--- src/clk_ctrl_params.svh ---
// How it works
// - Crystal clock is masked for its first 32768 cycles after start.
// - Reset, pin reset or sleep clear crystal enable and set warm-up flag.
// - Warm-up flag clears itself after 32768 crystal cycles.
// - Software sets crystal enable to start it, clears it to stop it.
// - Sleep entry stops the crystal whatever software programmed.
// - External clock on the crystal pin is divided by two.
// - External select bit makes the crystal pin the clock source.
// - In external mode the crystal cannot serve as clock source.
// - Power-up, pin reset or sleep exit select the RC oscillator.
// - Slow select picks crystal if usable, else high prescaler 32 kHz tap.
// - CPU clock source changes without glitches or short pulses.
// - Fast CPU clock divides by 1, 2, 4, 8 or 16.
// - High prescaler has eight stages, low prescaler fifteen.
// - High prescaler runs only from RC or external clock.
// - Low prescaler runs from crystal if usable, else high prescaler.
// - Writing the clear bit resets the low prescaler synchronously.
// - Setting crystal enable clears the low prescaler.
// - Global reset clears both prescaler chains.
// - Clear bit acts on a written one and always reads zero.
// - Trim-driven decoder picks the high prescaler tap near 32 kHz.
// - Crystal enable is bit 1 of clock control, cleared by reset, sleep.
`ifndef CLK_CTRL_PARAMS_SVH
`define CLK_CTRL_PARAMS_SVH

// Register byte offsets
`define OFS_CLK_CTRL      8'h00
`define OFS_PRESCALER     8'h04
`define OFS_TRIM_COARSE   8'h08
`define OFS_TRIM_FINE     8'h0c
`define OFS_CPU_DIV       8'h10
`define OFS_STATUS        8'h14

// Clock control field positions, then the prescaler clear bit
`define BIT_RC_ON         0
`define BIT_XTAL_ON       1
`define BIT_WARMUP        3
`define BIT_EXT_SEL       5
`define BIT_SLOW_SEL      6
`define BIT_LP_CLEAR      0

// Reset values
`define RST_TRIM_COARSE   5'h01
`define RST_TRIM_FINE     6'h00

// Crystal cycles masked during start-up
`define WARMUP_XTAL_CYCLES 32768

`endif

--- src/clk_ctrl_pkg.sv ---
package clk_ctrl_pkg;

	// CPU fast clock division codes
	typedef enum logic [2:0] {
		DIV_1  = 3'h0,
		DIV_2  = 3'h1,
		DIV_4  = 3'h2,
		DIV_8  = 3'h3,
		DIV_16 = 3'h4
	} cpu_div_e;

endpackage

--- src/clock_source_prescaler_ctrl.sv ---
`timescale 1ns/1ps
`include "clk_ctrl_params.svh"

module clock_source_prescaler_ctrl #(
	parameter int unsigned WARMUP_CYCLES = `WARMUP_XTAL_CYCLES
) (
	// Clock and reset
	input  wire logic        sys_clk,
	input  wire logic        reset,
	// APB slave
	input  wire logic        psel,
	input  wire logic        penable,
	input  wire logic        pwrite,
	input  wire logic [7:0]  paddr,
	input  wire logic [31:0] pwdata,
	input  wire logic [3:0]  pstrb,
	output logic      [31:0] prdata,
	output logic             pready,
	output logic             pslverr,
	// Pins and power mode
	input  wire logic        external_reset_pin_n,
	input  wire logic        xin_pin,
	input  wire logic        rc_clk_pin,
	input  wire logic        sleep_mode,
	// Oscillator enables
	output logic             crystal_osc_enable,
	output logic             rc_osc_enable,
	// Clock enables and divider state
	output logic             cpu_clk_en,
	output logic             slow_32k_clock,
	output logic      [14:0] low_div_value
);

	localparam logic [15:0] WARMUP_LAST = 16'(WARMUP_CYCLES - 1);

	// Register address decode, used by read and write paths
	function automatic logic hit(input logic [7:0] a, input logic [7:0] o);
		hit = (a == o);
	endfunction

	// Division code to terminal count of the fast divider
	function automatic logic [3:0] div_limit(input logic [2:0] code);
		unique case (code)
			clk_ctrl_pkg::DIV_1:  div_limit = 4'h0;
			clk_ctrl_pkg::DIV_2:  div_limit = 4'h1;
			clk_ctrl_pkg::DIV_4:  div_limit = 4'h3;
			clk_ctrl_pkg::DIV_8:  div_limit = 4'h7;
			default:              div_limit = 4'hf;
		endcase
	endfunction

	// Tap near 32 kHz: log2 of coarse plus one, three more in high range
	function automatic logic [2:0] tap_sel(input logic [4:0] coarse);
		logic [2:0] lg;
		lg = 3'h0;
		if (coarse[3:0] >= 4'h1)
			lg = 3'h1;
		if (coarse[3:0] >= 4'h3)
			lg = 3'h2;
		if (coarse[3:0] >= 4'h7)
			lg = 3'h3;
		if (coarse[3:0] == 4'hf)
			lg = 3'h4;
		if (coarse[4])
			tap_sel = (lg == 3'h4) ? 3'h7 : 3'(lg + 3'h3);
		else
			tap_sel = lg;
	endfunction

	// Synchronisers and pin edge history
	logic [1:0] rst_pin_sync_q;
	logic [1:0] xin_sync_q;
	logic [1:0] rc_sync_q;
	logic       xin_prev_q;
	logic       rc_prev_q;
	logic       sleep_prev_q;

	// Control registers
	logic       rc_osc_on_q;
	logic       crystal_osc_on_q;
	logic       crystal_warmup_flag_q;
	logic       external_clock_select_q;
	logic       cpu_slow_select_q;
	logic [4:0] trim_coarse_q;
	logic [5:0] trim_fine_q;
	logic [2:0] cpu_div_q;

	// Datapath state
	logic [15:0] warmup_cnt_q;
	logic        ext_half_q;
	logic [7:0]  high_div_q;
	logic [14:0] low_div_q;
	logic [3:0]  fast_cnt_q;
	logic [3:0]  fast_lim_q;
	logic        slow_path_q;

	// Registered outputs
	logic [31:0] prdata_q;
	logic        pready_q;
	logic        pslverr_q;
	logic        crystal_osc_enable_q;
	logic        rc_osc_enable_q;
	logic        cpu_clk_en_q;
	logic        slow_32k_clock_q;

	// Pin reset and sleep events
	wire pin_reset   = ~rst_pin_sync_q[1];
	wire sleep_entry = sleep_mode & ~sleep_prev_q;
	wire sleep_exit  = ~sleep_mode & sleep_prev_q;
	wire force_cold  = pin_reset | sleep_mode;

	// APB decode
	wire setup_ph  = psel & ~penable;
	wire wr_en     = psel & penable & pready_q & pwrite & pstrb[0];
	wire ctrl_hit  = hit(paddr, `OFS_CLK_CTRL);
	wire pre_hit   = hit(paddr, `OFS_PRESCALER);
	wire crs_hit   = hit(paddr, `OFS_TRIM_COARSE);
	wire fin_hit   = hit(paddr, `OFS_TRIM_FINE);
	wire div_hit   = hit(paddr, `OFS_CPU_DIV);
	wire sts_hit   = hit(paddr, `OFS_STATUS);
	wire any_hit   = ctrl_hit | pre_hit | crs_hit | fin_hit | div_hit
	               | sts_hit;
	wire wr_ctrl   = wr_en & ctrl_hit;
	wire xtal_set  = wr_ctrl & pwdata[`BIT_XTAL_ON] & ~crystal_osc_on_q
	               & ~force_cold;
	wire lp_clear  = (wr_en & pre_hit & pwdata[`BIT_LP_CLEAR])
	               | xtal_set;

	// Read mux; the clear bit is never stored, so it reads zero
	wire [7:0] ctrl_rd = {1'b0, cpu_slow_select_q, external_clock_select_q,
	                      1'b0, crystal_warmup_flag_q, 1'b0,
	                      crystal_osc_on_q, rc_osc_on_q};
	wire [31:0] rd_mux =
		ctrl_hit ? {24'h000000, ctrl_rd} :
		crs_hit  ? {27'h0000000, trim_coarse_q} :
		fin_hit  ? {26'h0000000, trim_fine_q} :
		div_hit  ? {29'h00000000, cpu_div_q} :
		sts_hit  ? {9'h000, low_div_q, high_div_q} :
		32'h00000000;

	// Source ticks from pin edges
	wire xin_rise  = xin_sync_q[1] & ~xin_prev_q;
	wire rc_rise   = rc_sync_q[1] & ~rc_prev_q;
	wire xtal_run  = crystal_osc_on_q & ~external_clock_select_q;
	wire xtal_tick = xin_rise & xtal_run;
	// Masked until warm-up ends, so no early pulse is passed on
	wire xtal_use  = xtal_tick & ~crystal_warmup_flag_q;
	// Every second rising edge of the pin in external mode
	wire ext_tick  = xin_rise & external_clock_select_q & ext_half_q;
	wire rc_tick   = rc_rise & rc_osc_on_q & ~external_clock_select_q;
	// High prescaler only ever sees RC or external ticks
	wire fast_tick = external_clock_select_q ? ext_tick : rc_tick;

	// Carry taps of the eight-stage high prescaler
	// The decoder never picks past tap 7, so the last carry is not built
	logic [7:0] tap_tick;
	assign tap_tick[0] = fast_tick;
	genvar gi;
	generate
		for (gi = 1; gi < 8; gi++) begin : g_tap
			assign tap_tick[gi] = fast_tick & (&high_div_q[gi-1:0]);
		end
	endgenerate

	// Decoder picks the tap nearest 32 kHz from the trim setting
	wire [2:0] tap_idx   = tap_sel(trim_coarse_q);
	wire       hp32_tick = tap_tick[tap_idx];
	// Low prescaler input: crystal when it runs, else the decoded tap
	wire       lp_tick   = xtal_run ? xtal_use : hp32_tick;
	// Slow CPU source follows the same choice
	wire       slow_tick = xtal_run ? xtal_use : hp32_tick;

	// Fast CPU divider
	wire fast_end  = fast_tick & (fast_cnt_q == fast_lim_q);
	wire fast_div  = fast_end;
	// Source may only change when neither path is mid-pulse
	wire sel_quiet = ~fast_tick & ~slow_tick & (fast_cnt_q == 4'h0);
	wire cpu_tick  = slow_path_q ? slow_tick : fast_div;

	// Synchronisers: second stage is the only reader of the first
	always_ff @(posedge sys_clk) begin
		if (reset) begin
			rst_pin_sync_q <= 2'h3;
			xin_sync_q     <= 2'h0;
			rc_sync_q      <= 2'h0;
			xin_prev_q     <= 1'b0;
			rc_prev_q      <= 1'b0;
			sleep_prev_q   <= 1'b0;
		end else begin
			rst_pin_sync_q <= {rst_pin_sync_q[0], external_reset_pin_n};
			xin_sync_q     <= {xin_sync_q[0], xin_pin};
			rc_sync_q      <= {rc_sync_q[0], rc_clk_pin};
			xin_prev_q     <= xin_sync_q[1];
			rc_prev_q      <= rc_sync_q[1];
			sleep_prev_q   <= sleep_mode;
		end
	end

	// APB answer: one access cycle, unmapped address gives pslverr
	always_ff @(posedge sys_clk) begin
		if (reset) begin
			pready_q  <= 1'b0;
			pslverr_q <= 1'b0;
			prdata_q  <= 32'h00000000;
		end else begin
			pready_q  <= setup_ph;
			pslverr_q <= setup_ph & ~any_hit;
			if (setup_ph)
				prdata_q <= rd_mux;
		end
	end

	// Crystal enable: hardware clear wins over a software set
	always_ff @(posedge sys_clk) begin
		if (reset)
			crystal_osc_on_q <= 1'b0;
		else if (force_cold | sleep_entry)
			crystal_osc_on_q <= 1'b0;
		else if (wr_ctrl)
			crystal_osc_on_q <= pwdata[`BIT_XTAL_ON];
	end

	// RC enable, external and slow select
	always_ff @(posedge sys_clk) begin
		if (reset | pin_reset | sleep_exit) begin
			rc_osc_on_q             <= 1'b1;
			external_clock_select_q <= 1'b0;
			cpu_slow_select_q       <= 1'b0;
		end else if (sleep_mode) begin
			rc_osc_on_q             <= 1'b0;
		end else if (wr_ctrl) begin
			rc_osc_on_q             <= pwdata[`BIT_RC_ON];
			external_clock_select_q <= pwdata[`BIT_EXT_SEL];
			cpu_slow_select_q       <= pwdata[`BIT_SLOW_SEL];
		end
	end

	// Trim and divider code registers
	always_ff @(posedge sys_clk) begin
		if (reset) begin
			trim_coarse_q <= `RST_TRIM_COARSE;
			trim_fine_q   <= `RST_TRIM_FINE;
			cpu_div_q     <= clk_ctrl_pkg::DIV_1;
		end else if (wr_en) begin
			if (crs_hit)
				trim_coarse_q <= pwdata[4:0];
			if (fin_hit)
				trim_fine_q <= pwdata[5:0];
			if (div_hit)
				cpu_div_q <= pwdata[2:0];
		end
	end

	// Warm-up flag and its crystal cycle counter
	always_ff @(posedge sys_clk) begin
		if (reset | force_cold | sleep_entry | ~xtal_run) begin
			crystal_warmup_flag_q <= 1'b1;
			warmup_cnt_q          <= 16'h0000;
		end else if (xtal_tick & crystal_warmup_flag_q) begin
			if (warmup_cnt_q == WARMUP_LAST)
				crystal_warmup_flag_q <= 1'b0;
			warmup_cnt_q <= warmup_cnt_q + 16'h0001;
		end
	end

	// External clock halving phase
	always_ff @(posedge sys_clk) begin
		if (reset | ~external_clock_select_q)
			ext_half_q <= 1'b0;
		else if (xin_rise)
			ext_half_q <= ~ext_half_q;
	end

	// Prescaler chains; global reset clears both
	always_ff @(posedge sys_clk) begin
		if (reset) begin
			high_div_q <= 8'h00;
			low_div_q  <= 15'h0000;
		end else begin
			if (fast_tick)
				high_div_q <= high_div_q + 8'h01;
			if (lp_clear)
				low_div_q <= 15'h0000;
			else if (lp_tick)
				low_div_q <= low_div_q + 15'h0001;
		end
	end

	// Fast divider; a new code only lands at a period boundary
	always_ff @(posedge sys_clk) begin
		if (reset) begin
			fast_cnt_q <= 4'h0;
			fast_lim_q <= 4'h0;
		end else if (fast_end) begin
			fast_cnt_q <= 4'h0;
			fast_lim_q <= div_limit(cpu_div_q);
		end else if (fast_tick) begin
			fast_cnt_q <= fast_cnt_q + 4'h1;
		end else if (fast_cnt_q == 4'h0) begin
			fast_lim_q <= div_limit(cpu_div_q);
		end
	end

	// Path select follows the register only between pulses
	always_ff @(posedge sys_clk) begin
		if (reset)
			slow_path_q <= 1'b0;
		else if (sel_quiet)
			slow_path_q <= cpu_slow_select_q;
	end

	// Output flops
	always_ff @(posedge sys_clk) begin
		if (reset) begin
			crystal_osc_enable_q <= 1'b0;
			rc_osc_enable_q      <= 1'b0;
			cpu_clk_en_q         <= 1'b0;
			slow_32k_clock_q     <= 1'b0;
		end else begin
			crystal_osc_enable_q <= xtal_run & ~sleep_mode;
			rc_osc_enable_q      <= rc_osc_on_q & ~sleep_mode;
			cpu_clk_en_q         <= cpu_tick;
			slow_32k_clock_q     <= lp_tick;
		end
	end

	assign prdata             = prdata_q;
	assign pready             = pready_q;
	assign pslverr            = pslverr_q;
	assign crystal_osc_enable = crystal_osc_enable_q;
	assign rc_osc_enable      = rc_osc_enable_q;
	assign cpu_clk_en         = cpu_clk_en_q;
	assign slow_32k_clock     = slow_32k_clock_q;
	assign low_div_value      = low_div_q;

	// Assertions
	property p_warmup_mask;
		@(posedge sys_clk) disable iff (reset)
		crystal_warmup_flag_q |-> !xtal_use;
	endproperty
	a_warmup_mask: assert property (p_warmup_mask)
		else $error("crystal tick passed during warm-up");

	property p_warmup_end;
		@(posedge sys_clk) disable iff (reset)
		(xtal_tick && crystal_warmup_flag_q && warmup_cnt_q == WARMUP_LAST
		 && !force_cold && !sleep_entry) |=> !crystal_warmup_flag_q;
	endproperty
	a_warmup_end: assert property (p_warmup_end)
		else $error("warm-up flag did not clear at last cycle");

	property p_sleep_cold;
		@(posedge sys_clk) disable iff (reset)
		sleep_mode |=> !crystal_osc_on_q && crystal_warmup_flag_q
		               && !crystal_osc_enable;
	endproperty
	a_sleep_cold: assert property (p_sleep_cold)
		else $error("sleep did not stop crystal");

	property p_xtal_write;
		@(posedge sys_clk) disable iff (reset)
		(wr_ctrl && !force_cold && !sleep_entry)
		|=> crystal_osc_on_q == $past(pwdata[`BIT_XTAL_ON]);
	endproperty
	a_xtal_write: assert property (p_xtal_write)
		else $error("crystal enable did not follow write");

	property p_ext_half;
		@(posedge sys_clk) disable iff (reset)
		ext_tick |=> !ext_tick ##1 !ext_half_q;
	endproperty
	a_ext_half: assert property (p_ext_half)
		else $error("external clock not halved");

	property p_ext_no_xtal;
		@(posedge sys_clk) disable iff (reset)
		external_clock_select_q |-> !xtal_use && !xtal_tick;
	endproperty
	a_ext_no_xtal: assert property (p_ext_no_xtal)
		else $error("crystal used in external mode");

	property p_pin_rc;
		@(posedge sys_clk) disable iff (reset)
		pin_reset |=> rc_osc_on_q && !external_clock_select_q
		              && !cpu_slow_select_q && !crystal_osc_on_q;
	endproperty
	a_pin_rc: assert property (p_pin_rc)
		else $error("pin reset did not select RC");

	property p_lp_clear;
		@(posedge sys_clk) disable iff (reset)
		lp_clear |=> low_div_q == 15'h0000;
	endproperty
	a_lp_clear: assert property (p_lp_clear)
		else $error("low prescaler not cleared");

	property p_clear_reads_zero;
		@(posedge sys_clk) disable iff (reset)
		(setup_ph && pre_hit) |=> prdata == 32'h00000000;
	endproperty
	a_clear_reads_zero: assert property (p_clear_reads_zero)
		else $error("clear bit read back nonzero");

	property p_all_off;
		@(posedge sys_clk) disable iff (reset)
		(!rc_osc_on_q && !crystal_osc_on_q && !external_clock_select_q)
		|=> !cpu_clk_en && !slow_32k_clock;
	endproperty
	a_all_off: assert property (p_all_off)
		else $error("clock edge with all sources off");

	property p_hp_source;
		@(posedge sys_clk) disable iff (reset)
		(!rc_osc_on_q && !external_clock_select_q) |=> $stable(high_div_q);
	endproperty
	a_hp_source: assert property (p_hp_source)
		else $error("high prescaler ran without RC or external");

endmodule
--- config.mk ---
export PLATFORM = sky130hd
export DESIGN_NAME = clock_source_prescaler_ctrl
export DESIGN_NICKNAME = d
export VERILOG_FILES = /design/src/clk_ctrl_pkg.sv /design/src/clock_source_prescaler_ctrl.sv
export VERILOG_INCLUDE_DIRS = /design/src /design/src/src
export SDC_FILE = /design/constraint.sdc
export NUM_CORES = 1
export LEC_CHECK = 0
export BUFFER_PORTS_ARGS = -buffer_cell sky130_fd_sc_hd__buf_2
export CAP_MARGIN = 20
export CORE_ASPECT_RATIO = 2
export CORE_MARGIN = 2
export CORE_UTILIZATION = 43
export CTS_CLUSTER_DIAMETER = 30
export DETAILED_ROUTE_END_ITERATION = 12
export GPL_ROUTABILITY_DRIVEN = 0
export PLACE_DENSITY = 0.68
export SLEW_MARGIN = 20
export SYNTH_ARGS = -nofsm -noshare
export SYNTH_HDL_FRONTEND = slang
export SYNTH_SLANG_ARGS = --single-unit
--- constraint.sdc ---
create_clock -name sys_clk -period 2.7 [get_ports sys_clk]
set_input_delay 0.135 -clock sys_clk [delete_from_list [all_inputs] [get_ports sys_clk]]
set_output_delay 0.135 -clock sys_clk [all_outputs]
set_load 0.05 [all_outputs]
Word-level counts from Yosys, hierarchy flattened

Cells that the tools add are included.

Add/subtract/negate cells: 5
$lt $le $gt $ge: 4
Equal/unequal tests: 13
Muxes and demuxes: 22
Bitwise logic cells: 65
Reduce and logical (&&, ||, !) cells: 20

Operators by type and width:

| kind                  | number |
|---|---|
| $mux 23               | 5 |
| $and 1x1->1           | 36 |
| $add 16x1->16 const B | 1 |
| $eq 16x15->1 const B  | 1 |
| $eq 8x4->1 const B    | 2 |
| $eq 8x5->1 const B    | 2 |
| $pmux 4 s4            | 1 |
| $add 15x1->15 const B | 1 |
| $mux 3                | 5 |
| $not 1->1             | 15 |
| $or 1x1->1            | 14 |
| $reduce_and 2->1      | 7 |
| $mux 4                | 3 |
| $add 8x1->8 const B   | 1 |
| $eq 8x3->1 const B    | 1 |
| $logic_not 8->1       | 1 |
| $mux 1                | 7 |
| $reduce_and 7->1      | 1 |
| $eq 3x2->1 const B    | 2 |
| $reduce_and 6->1      | 1 |
| $reduce_or 2->1       | 3 |
| $reduce_and 5->1      | 1 |
| $add 4x1->4 const B   | 1 |
| $eq 4x4->1            | 1 |
| other kinds (15)      | 16 |

Register bits after elaboration: 115
Input port bits: 53
Word-level logic and storage cells: 157

Logic depth before layout (Yosys ltp)

Gate-level depths: netlist of the first run.

Word-level depth: 14
Gate-level depth with buffers: 13

Least setup slack after synthesis of the first run

No wires, ideal clock.

Path type: flip-flop to flip-flop
Start point: register trim_coarse_q[3]
End point: register low_div_q[3] (netlist: low_div_value[3])
Library setup time: 122 ps
Arrival: 2522 ps
Data required time: 2578 ps
Path slack: 56 ps
Cell stages (with the launch flop): 13
Buffers on the path: 2
Clock period less this slack: 2644 ps
Cell sequence: dfxtp_1 > buf_2 > o31ai_1 > or2_2 > ha_1 > nand2_1 > a2bb2oi_1 > o22ai_1 > and3_1 > o221ai_2 > buf_4 > a21oi_1 > mux2i_1

Longest elaborated chain between the ends: 11
Elaborated cells between the ends (all ways): 15
Those cells by class: add/sub: 1; order compare: 3; eq/ne: 2; mux: 9

Ends and longest elaborated chain:

| element                                          | RTL line                           | source |
|---|---|---|
| start: declaration                               | clock_source_prescaler_ctrl.sv:84  | `logic [4:0] trim_coarse_q;` |
| start signal: assignment                         | clock_source_prescaler_ctrl.sv:241 | `` trim_coarse_q <= `RST_TRIM_COARSE; `` |
| start signal: assignment                         | clock_source_prescaler_ctrl.sv:246 | `trim_coarse_q <= pwdata[4:0];` |
| $ge 4x1->1                                       | clock_source_prescaler_ctrl.sv:56  | `if (coarse[3:0] >= 4'h1)` |
| $mux 1                                           | clock_source_prescaler_ctrl.sv:56  |  |
| $mux 3                                           | clock_source_prescaler_ctrl.sv:58  | `if (coarse[3:0] >= 4'h3)` |
| $mux 3                                           | clock_source_prescaler_ctrl.sv:60  | `if (coarse[3:0] >= 4'h7)` |
| $mux 3 (*)                                       | clock_source_prescaler_ctrl.sv:62  | `if (coarse[3:0] == 4'hf)` |
| $add 3x2->3 / $eq 3x3->1 (equally long branches) | clock_source_prescaler_ctrl.sv:65  | `tap_sel = (lg == 3'h4) ? 3'h7 : 3'(lg + 3'h3);` |
| $mux 3                                           | clock_source_prescaler_ctrl.sv:65  |  |
| $mux 3 (*)                                       | clock_source_prescaler_ctrl.sv:64  | `if (coarse[4])` |
| $bmux 1 s3 (*)                                   | clock_source_prescaler_ctrl.sv:167 | `wire hp32_tick = tap_tick[tap_idx];` |
| $mux 1 (implied by the code) (*)                 | clock_source_prescaler_ctrl.sv:167 |  |
| $mux 1 (*)                                       | clock_source_prescaler_ctrl.sv:169 | `wire lp_tick = xtal_run ? xtal_use : hp32_tick;` |
| end signal: assignment                           | clock_source_prescaler_ctrl.sv:285 | `low_div_q <= low_div_q + 15'h0001;` |
| end: declaration                                 | clock_source_prescaler_ctrl.sv:92  | `logic [14:0] low_div_q;` |

Mark *: on every way between the ends. The rest lies on a longest branch, timed or not. The select of a mux whose other input is x is not followed.
A chain may end at the register's enable or synchronous reset.

Worst setup path in the final report of the first run

Start point: register trim_coarse_q[2]
End point: register low_div_q[7] (netlist: low_div_value[7])

Same word-level chain as after synthesis.

==> results of run 1 <==
final cells by class:
| class | count | area (µm²) |
|---|---|---|
| Inverter | 11 | 41.3 |
| Clock buffer | 11 | 243 |
| Tap cell | 142 | 178 |
| Fill cell | 1041 | 5290 |
| Multi-Input combinational cell | 424 | 2790 |
| Sequential cell | 106 | 2130 |
| Clock inverter | 5 | 60.1 |
| Timing Repair Buffer | 103 | 628 |
synth_stat cells, types with 2 or more instances:
| cell | n | area [µm²] |
|---|---|---|
| and3b_1 | 2 | 17.5 |
| buf_2 | 10 | 50.1 |
| nor4_2 | 2 | 25.0 |
| and3_1 | 16 | 100 |
| a211oi_1 | 3 | 22.5 |
| nand2b_1 | 16 | 100 |
| mux2i_1 | 39 | 390 |
| a21oi_1 | 30 | 150 |
| nor2_1 | 84 | 315 |
| and2_1 | 3 | 18.8 |
| a22oi_1 | 19 | 143 |
| a31oi_1 | 2 | 12.5 |
| o22ai_1 | 3 | 18.8 |
| or3_1 | 5 | 31.3 |
| a221oi_1 | 2 | 17.5 |
| nand2_1 | 47 | 176 |
| nand3_1 | 21 | 105 |
| dfxtp_1 | 106 | 2120 |
| o31ai_1 | 3 | 22.5 |
| clkbuf_1 | 16 | 60.1 |
| or2_2 | 4 | 25.0 |
| nor3_1 | 11 | 55.1 |
| xor2_1 | 14 | 123 |
| buf_4 | 11 | 82.6 |
| inv_1 | 11 | 41.3 |
| a2bb2oi_1 | 3 | 26.3 |
| nand4_1 | 15 | 93.8 |
| or3b_1 | 2 | 17.5 |
| nor2b_1 | 12 | 75.1 |
| ha_1 | 8 | 100 |
| o21ai_0 | 11 | 55.1 |
| xnor2_1 | 12 | 105 |
| nor4_1 | 2 | 12.5 |
| buf_6 | 2 | 22.5 |
per-layer routing:
layer	wire length (µm)	global-route usage [%]	part of all wire [%]
met1	4720	20.5	35
met2	7420	42.4	56
met3	517	3.86	3.9
met4	692	11.9	5.2
met5	0	0	0
path summary, 6_finish.rpt:
| check | slack [ns] | cells past startpoint | endpoint |
|---|---|---|---|
| setup reg to reg | -0.03 | 12 | low_div_value[7]$_SDFFE_PP0P_ |
| hold reg to reg | 0.41 | 1 | rst_pin_sync_q[1]$_SDFF_PP1_ |
| hold / removal | 0.006 | 2 | rc_sync_q[0]$_SDFF_PP0_ |
| setup / recovery | -0.03 | 12 | low_div_value[7]$_SDFFE_PP0P_ |
logic make-up after synthesis:
group	count (synthesis)	share of synthesized area (%)
XOR/XNOR	27	4.87
other	1	0.0749
multiplexers	40	8.02
flip-flops	106	42.4
AO/OA/AOI/OAI	92	12.7
buffers and inverters	51	5.20
AND/OR/NAND/NOR	247	24.5
adder cells (fa/ha/maj)	9	2.22
worst max-delay path: cells and delay by family, from the launching register on:
kind                       cells  cell delay, ns
adders and majority gates      1            0.28
DFF                            1            0.38
buffers and inverters          1            0.16
muxes                          1            0.21
and+or+nand+nor                4            0.81
AOI/OAI and AO/OA              5            0.83
registers in the layout (all words and copies together), names as in the netlist, 2 cells and up:
| name | cells |
|---|---|
| cpu_div_q | 3 |
| fast_cnt_q | 4 |
| fast_lim_q | 4 |
| high_div_q | 8 |
| low_div_value | 15 |
| prdata | 23 |
| rc_sync_q | 2 |
| rst_pin_sync_q | 2 |
| trim_coarse_q | 5 |
| trim_fine_q | 6 |
| warmup_cnt_q | 16 |
| xin_sync_q | 2 |
what timing repair did:
| action | CTS | global route |
|---|---|---|
| pin swaps | 3 | 4 |
| setup buffers | 4 | 1 |
| hold endpoints to repair | 2 | 0 |
| resized for setup | 16 | 16 |
| hold buffers | 2 | 0 |
| setup endpoints to repair | 17 | 15 |
cell usage in the layout (no fill, tap or decap), types with 5 or more instances in the layout:
cell,count
nand2_1,46
or3_1,5
and3_1,15
a21oi_1,21
clkbuf_16,9
xor2_1,14
dfxtp_1,103
conb_1,9
o21ai_0,11
buf_4,30
nor2b_1,12
a21oi_2,9
nand2b_1,16
buf_2,68
nand3_1,21
inv_1,11
mux2i_1,39
ha_1,7
a22oi_1,19
nor3_1,11
nor2_1,84
nand4_1,15
xnor2_1,12
stage by stage:
stage | instance area (µm²) | setup slack [ns] | power [mW] | TNS, ns | util, %
after CTS | 5980 | 0.0248 | 3.14 | 0 | 52.7
after detailed placement | 5560 | -0.257 | 1.83 | -2.83 | 49.0
after global routing | 6070 | -0.165 | 3.22 | -0.513 | 53.4
after global placement | 5560 | -0.149 | 1.82 | -1.28 | 49.0
after floorplan | 5040 | 0.0561 | 1.78 | 0 | -
final | 6070 | -0.0276 | 3.12 | -0.0276 | 53.4
power breakdown:
group / switching (mW) / internal, mW
logic: 0.145 / 0.0582
registers: 0.0114 / 1.58
clock network: 0.581 / 0.750
==> reports/qor.txt, run 1 <==
Status -> finished, violations left
Failing checks -> negative setup slack
Max-Cap Viols -> 0
Vias in the first global route -> 4486
Final critical-path required period -> 2.73 ns
Mapped Cells -> 573
Max clock buf depth -> 2
Syn-to-layout area delta -> 21.2%
Average size of a mapped cell -> 8.74 µm²
Worst-Margin Slew -> 1.06 ns
Power per cell area -> 515 nW/µm²
Final hold violation count -> 0
Grt ovf -> 0
I/O pins -> 106
Netlist cell types -> 60
Drt pass-1 iters -> 5
Yosys reg bits -> 106
Layout Cells excl Fill -> 802
Fraction of layout cells with a size suffix above 1 -> 23.6%
Max-slew headroom -> 29.5%
Critical path class -> reg2reg
Hold Path Class -> in2reg
Largest net degree at the start of global routing -> 64
HPWL Detailed -> 9.76 mm
Primary FF master, synth -> dfxtp_1
Setup WS post-layout -> -0.0276 ns
Vias/cell -> 5.48
Crit path launch -> trim_coarse_q[2]$_SDFFE_PP0P_
Antenna Nets Post-Route -> 0
Initial Util -> 44.1%
Seq/Total Area, Yosys -> 42.4%
Clk_lat worst skew -> 0.35 ns
Routed len/inst -> 16.6 µm
Clk pin slew, worst setup/hold paths -> 0.07 ns
Crit-path max cell delay -> 0.38 ns
Std cell rows -> 55
Crit start category -> flip-flop
Die ar. -> 12600 µm²
RR Startpoint -> trim_coarse_q[2]$_SDFFE_PP0P_
CTS Buf Count -> 9
RSZ-0062 raised after global routing -> yes
Fmax -> 0.367 GHz
Global-route wire length before repair -> 21.4 mm
Core Area -> 11400 µm²
Die Ht -> 157 µm
Initial antenna violation count -> 0
CTS root buf -> clkbuf_16
Die X -> 80.3 µm
Leakage -> 2.47 nW
GRT Total Usage -> 21.8%
H-tree levels -> 3
Vias -> 4391
DRC Markers -> 0
Worst vdd ir -> 332 µV
Post-Route WL -> 13.3 mm
Input/output buffers -> 68
Crit path max-delay cell type -> dfxtp_4
Worst EP required -> 2.98 ns
Diodes inserted -> 0
Synthesized cell area -> 5010 µm²
DR iter-0 viols -> 198
Max-slew violations -> 0
Yosys warnings -> 0
Crit-path cells -> and2b_2 -> o31ai_4 -> or2_4 -> ha_4 -> nand2_4 -> a2bb2oi_2 -> o22ai_2 -> and3_4 -> o221ai_4 -> buf_6 -> a2111oi_4 -> mux2i_1
Async SR Flop Fraction -> 0%
Final Setup Violations -> 1
Max FO, Critical Path -> 7
Worst hold slack -> 0.00645 ns
Post-synth EDFFs -> 0
Placed cell count -> 779
Worst hold start -> rc_clk_pin
Kind of end point of the critical path -> flip-flop
Period utilization -> 101%
Critical Path AT -> 3.01 ns
Final #Nets -> 716
CTS tree -> built
CTS Sinks -> 106
Clock skew -> 0.00902 ns
(Power assumes the default switching activity.)
==> run 2: changes to the inputs <==
--- a/config.mk
+++ b/config.mk
@@ -14,7 +14,7 @@
 export CTS_CLUSTER_DIAMETER = 30
 export DETAILED_ROUTE_END_ITERATION = 12
 export GPL_ROUTABILITY_DRIVEN = 0
-export PLACE_DENSITY = 0.68
+export PLACE_DENSITY = 0.75
 export SLEW_MARGIN = 20
 export SYNTH_ARGS = -nofsm -noshare
 export SYNTH_HDL_FRONTEND = slang
==> constraint.sdc (replaced) <==
create_clock -name sys_clk -period 3.3 [get_ports sys_clk]
set_input_delay 0.165 -clock sys_clk [delete_from_list [all_inputs] [get_ports sys_clk]]
set_output_delay 0.165 -clock sys_clk [all_outputs]
set_load 0.05 [all_outputs]
==> reports/qor.txt, run 2 (synthesis results as in run 1) <==
Status -> finished clean
Vias in the first global route -> 4196
Core Area -> 11400 µm²
DR iter-0 viols -> 199
Power per cell area -> 463 nW/µm²
Syn-to-layout area delta -> 15.8%
RSZ-0062 raised after global routing -> no
Fraction of layout cells with a size suffix above 1 -> 18.0%
Worst hold start -> rc_clk_pin
Number of flip-flops in the largest register -> 23
Die X -> 80.3 µm
Worst EP required -> 3.59 ns
HPWL Detailed -> 9.47 mm
Vias/cell -> 5.54
Max clock buf depth -> 2
Final #Nets -> 694
Antenna Nets Post-Route -> 0
Worst vdd ir -> 424 µV
DRC Markers -> 0
Kind of end point of the critical path -> flip-flop
Fmax -> 0.325 GHz
H-tree levels -> 3
Hold Path Class -> in2reg
GRT Total Usage -> 21.0%
Std cell rows -> 55
Period utilization -> 93.3%
Max-Cap Viols -> 0
Max-slew violations -> 0
Final critical-path required period -> 3.08 ns
Pwr Total -> 2.68 mW
Drt pass-1 iters -> 5
Final Setup Violations -> 0
Die Ht -> 157 µm
Crit path launch -> trim_coarse_q[3]$_SDFFE_PP0P_
Diodes inserted -> 0
Global-route wire length before repair -> 20.4 mm
Input/output buffers -> 68
Worst hold slack -> 0.0182 ns
Clk pin slew, worst setup/hold paths -> 0.08 ns
Max-slew headroom -> 31.5%
Most frequent cells in the layout -> 105 x dfxtp_1, 84 x nor2_1, 68 x buf_2, 47 x nand2_1, 39 x mux2i_1
Routed len/inst -> 16.4 µm
Crit start category -> flip-flop
Die ar. -> 12600 µm²
CTS Sinks -> 106
CTS tree -> built
I/O pins -> 106
CTS Buf Count -> 9
RR Startpoint -> trim_coarse_q[3]$_SDFFE_PP0P_
Vias -> 4324
Worst-Margin Slew -> 1.03 ns
Post-Route WL -> 12.8 mm
Max FO, Critical Path -> 10
Setup TNS -> 0 ns
Initial Util -> 44.1%
CTS root buf -> clkbuf_16
Leakage -> 2.37 nW
Largest net degree at the start of global routing -> 52
Commonest non-fill, non-tap cell in the layout -> dfxtp_1
Critical path class -> reg2reg
Clk_lat worst skew -> 0.35 ns
Critical Path AT -> 3.37 ns
Initial antenna violation count -> 0
Final hold violation count -> 0
Clock skew -> 0.0114 ns
Grt ovf -> 0
==> run 2: cell types whose count changed in the layout (fill, tap and decap cells not counted), sizes merged <==
| cell | change |
|---|---|
| clkinvlp | -1 |
| clkbuf | -2 |
| inv | +2 |
| buf | -21 |
| dlygate4sd3 | -1 |
| bufinv | +1 |
==> run 2: layer usage <==
metal	GRT usage, %	routed length, µm
met1	21.7	4790
met2	38.9	6940
met3	3.58	468
met4	11.1	567
met5	0	0
==> run 2: timing repair <==
item	CTS	global route
buffers inserted	0	0
resized for setup	0	3
endpoints found under the hold margin	1	0
hold buffers	1	0
endpoints found under the setup margin	0	15
==> run 2: area by class of cell <==
| type | instances | area [µm²] |
|---|---|---|
| well taps | 142 | 178 |
| clock inverters | 7 | 119 |
| fillers | 1067 | 5550 |
| clock buffers | 9 | 225 |
| inverters | 11 | 41.3 |
| repair buffers | 81 | 440 |
| multi-input cells | 424 | 2670 |
| flip-flops and latches | 106 | 2120 |
==> run 2: through the flow <==
step / cells / setup slack, ns / utilization (%) / instance area [µm²]
3_5_place_dp: 763 / 0.133 / 47.8 / 5430
5_1_grt: 780 / 0.0235 / 51.1 / 5800
6_report: 780 / 0.221 / 51.1 / 5800
3_3_place_gp: 763 / 0.219 / 47.8 / 5430
4_1_cts: 780 / 0.118 / 50.9 / 5780
2_1_floorplan: 581 / 0.656 / - / 5040
==> run 2: path summary, 6_finish.rpt <==
check / cells past startpoint / slack [ns] / to
max: 12 / 0.22 / low_div_value[14]$_SDFFE_PP0P_
min: 2 / 0.02 / rc_sync_q[0]$_SDFF_PP0_
max reg2reg: 12 / 0.22 / low_div_value[14]$_SDFFE_PP0P_
min reg2reg: 1 / 0.42 / rst_pin_sync_q[1]$_SDFF_PP1_
==> run 2: report_power, final <==
group / leakage [nW] / switching [mW] / internal (mW)
clock: 0.169 / 0.528 / 0.691
combinational: 1.34 / 0.118 / 0.0451
sequential: 0.858 / 0.00980 / 1.29
==> run 2: critical path: stages (launching register included) <==
cell       delay, ns
dfxtp_1         0.50
or3b_1          0.17
o31ai_1         0.08
or2_2           0.34
ha_1            0.31
nand2_1         0.09
a2bb2oi_1       0.15
o22ai_1         0.25
and3_1          0.25
o221ai_4        0.19
buf_4           0.23
a21oi_1         0.25
mux2i_1         0.21
==> run 3: changes to the inputs <==
--- a/config.mk
+++ b/config.mk
@@ -8,13 +8,16 @@
 export LEC_CHECK = 0
 export BUFFER_PORTS_ARGS = -buffer_cell sky130_fd_sc_hd__buf_2
 export CAP_MARGIN = 20
+export CELL_PAD_IN_SITES_DETAIL_PLACEMENT = 1
+export CELL_PAD_IN_SITES_GLOBAL_PLACEMENT = 1
 export CORE_ASPECT_RATIO = 2
 export CORE_MARGIN = 2
 export CORE_UTILIZATION = 43
+export CTS_BUF_LIST = sky130_fd_sc_hd__clkbuf_8
 export CTS_CLUSTER_DIAMETER = 30
 export DETAILED_ROUTE_END_ITERATION = 12
 export GPL_ROUTABILITY_DRIVEN = 0
-export PLACE_DENSITY = 0.75
+export PLACE_DENSITY = 0.94
 export SLEW_MARGIN = 20
 export SYNTH_ARGS = -nofsm -noshare
 export SYNTH_HDL_FRONTEND = slang
==> reports/qor.txt, run 3 (synthesis results as in run 1) <==
Std cell rows -> 55
Worst EP required -> 3.60 ns
Switching Fraction -> 24.9%
Vias in the first global route -> 4997
Max clock buf depth -> 2
Critical Path AT -> 3.44 ns
Clk_lat worst skew -> 0.38 ns
Clock skew -> 0.00910 ns
H-tree levels -> 3
Clk pin slew, worst setup/hold paths -> 0.10 ns
DR iter-0 viols -> 202
Max-slew headroom -> 38.6%
Fraction of layout cells with a size suffix above 1 -> 19.0%
Crit-path cells -> and2b_1 -> o31ai_4 -> or2_2 -> ha_1 -> nand2_1 -> a2bb2oi_2 -> o22ai_2 -> and3_1 -> o221ai_2 -> buf_4 -> a2111oi_4 -> mux2i_1
Routed len/inst -> 19.4 µm
Post-Route WL -> 15.1 mm
Worst-Margin Slew -> 0.919 ns
Max Used Layer -> met4
Final critical-path required period -> 3.14 ns
Max FO, Critical Path -> 12
Fmax -> 0.319 GHz
Psw -> 582 µW
Worst R2R Setup Slack -> 0.16 ns
Drt pass-1 iters -> 4
Critical path class -> reg2reg
Initial antenna violation count -> 0
Power per cell area -> 410 nW/µm²
CTS tree -> built
DRC Markers -> 0
Post-place setup slack -> -0.0348 ns
Commonest non-fill, non-tap cell in the layout -> dfxtp_1
Crit path max-delay cell type -> dfxtp_4
Most frequent cells in the layout -> 103 x dfxtp_1, 84 x nor2_1, 68 x buf_2, 47 x nand2_1, 39 x mux2i_1
Kind of end point of the critical path -> flip-flop
P_int -> 1.76 mW
Antenna Nets Post-Route -> 0
Max-Cap Viols -> 0
Die Ht -> 157 µm
Final hold violation count -> 0
Max-slew violations -> 0
Core Area -> 11400 µm²
Vias/cell -> 5.81
Leakage -> 2.32 nW
Period utilization -> 95.1%
Met2 wire len -> 8.50 mm
Final core utilization -> 50.2%
Largest net degree at the start of global routing -> 35
I/O pins -> 106
HPWL Detailed -> 11.2 mm
CTS Buf Count -> 9
CTS root buf -> clkbuf_8
Post-Route M1 WL -> 5.23 mm
Hold Path Class -> in2reg
Flop pwr share -> 55.7%
Syn-to-layout area delta -> 13.9%
GRT Total Usage -> 25.5%
Final Setup Violations -> 0
Setup WS post-layout -> 0.162 ns
Crit start category -> flip-flop
Met3 wire len -> 549 µm
Combinational Power Share -> 7.2%
Grt ovf -> 0
Vias -> 4523
Status -> finished clean
Diodes inserted -> 0
Number of flip-flops in the largest register -> 23
Die ar. -> 12600 µm²
Input/output buffers -> 68
Clock share of power -> 37.1%
Global-route wire length before repair -> 25.0 mm
Initial Util -> 44.1%
Area occupied by multi-input gates -> 2710 µm²
Crit-path max cell delay -> 0.40 ns
CTS Sinks -> 106
Number of filler cells placed in the layout -> 1358
Layout Cells excl Fill -> 779
Worst vdd ir -> 291 µV
Final #Nets -> 695
Register area -> 2130 µm²
Placed cell count -> 764
Die X -> 80.3 µm
## run 3: cell count changes in the layout (fill, tap and decap cells not counted), moves of 2 or more
cell,delta
clkbuf_16,-9
clkbuf_8,+9
inv_8,-3
dfxtp_1,-2
## run 3: power by group through the flow
stage                     clock [mW]  sequential (mW)  combinational [mW]
after global routing           0.926             1.30               0.182
after detailed placement           0             1.33               0.166
after floorplan                    0             1.35               0.105
after global placement             0             1.33               0.159
final                          0.868             1.30               0.169
after CTS                      0.873             1.30               0.168
## run 3: critical path: cells and delay by family (launching register included)
family / cells / cell delay, ns
flip-flops: 1 / 0.40
buffers and inverters: 1 / 0.21
multiplexers: 1 / 0.23
adder cells (fa/ha/maj): 1 / 0.31
AO/OA/AOI/OAI: 5 / 0.93
AND/OR/NAND/NOR: 4 / 0.96
## run 3: timing repair
action	CTS	global route
setup endpoints to repair	17	17
endpoints found under the hold margin	1	0
gates resized for setup	2	10
pin swaps	0	0
setup buffers	0	0
hold buffers	1	0
## run 3: path summary, 6_finish.rpt
kind	startpoint	endpoint	cells after the start
worst max register to register	trim_coarse_q[2]$_SDFFE_PP0P_	low_div_value[7]$_SDFFE_PP0P_	12
worst max-delay path	trim_coarse_q[2]$_SDFFE_PP0P_	low_div_value[7]$_SDFFE_PP0P_	12
worst min register to register	xin_sync_q[0]$_SDFF_PP0_	xin_sync_q[1]$_SDFF_PP0_	1
worst min-delay path	xin_pin	xin_sync_q[0]$_SDFF_PP0_	2
## run 3: through the flow
step | cell area, µm² | TNS (ns) | hold slack (ns) | power, mW
2_1_floorplan | 5040 | 0 | 0.268 | 1.45
3_3_place_gp | 5430 | 0 | 0.362 | 1.49
3_5_place_dp | 5430 | -0.0348 | 0.367 | 1.50
4_1_cts | 5660 | 0 | 0.00525 | 2.34
5_1_grt | 5710 | -0.0102 | 0.00665 | 2.41
6_report | 5710 | 0 | 0.0127 | 2.34
## run 3: per-layer routing
layer  up-vias  global-route usage, %
met5         -                      0
li1       2091                      -
met1      2234                   24.4
met3        57                   4.21
met4         0                   15.2
met2       141                   48.8
## run 3: cell type report
class | instances | area share [%]
inverters | 11 | 0.724
clock buffers | 9 | 2.17
clock inverters | 5 | 1.40
flip-flops and latches | 106 | 37.3
repair buffers | 82 | 7.85
multi-input cells | 424 | 47.4
well taps | 142 | 3.11
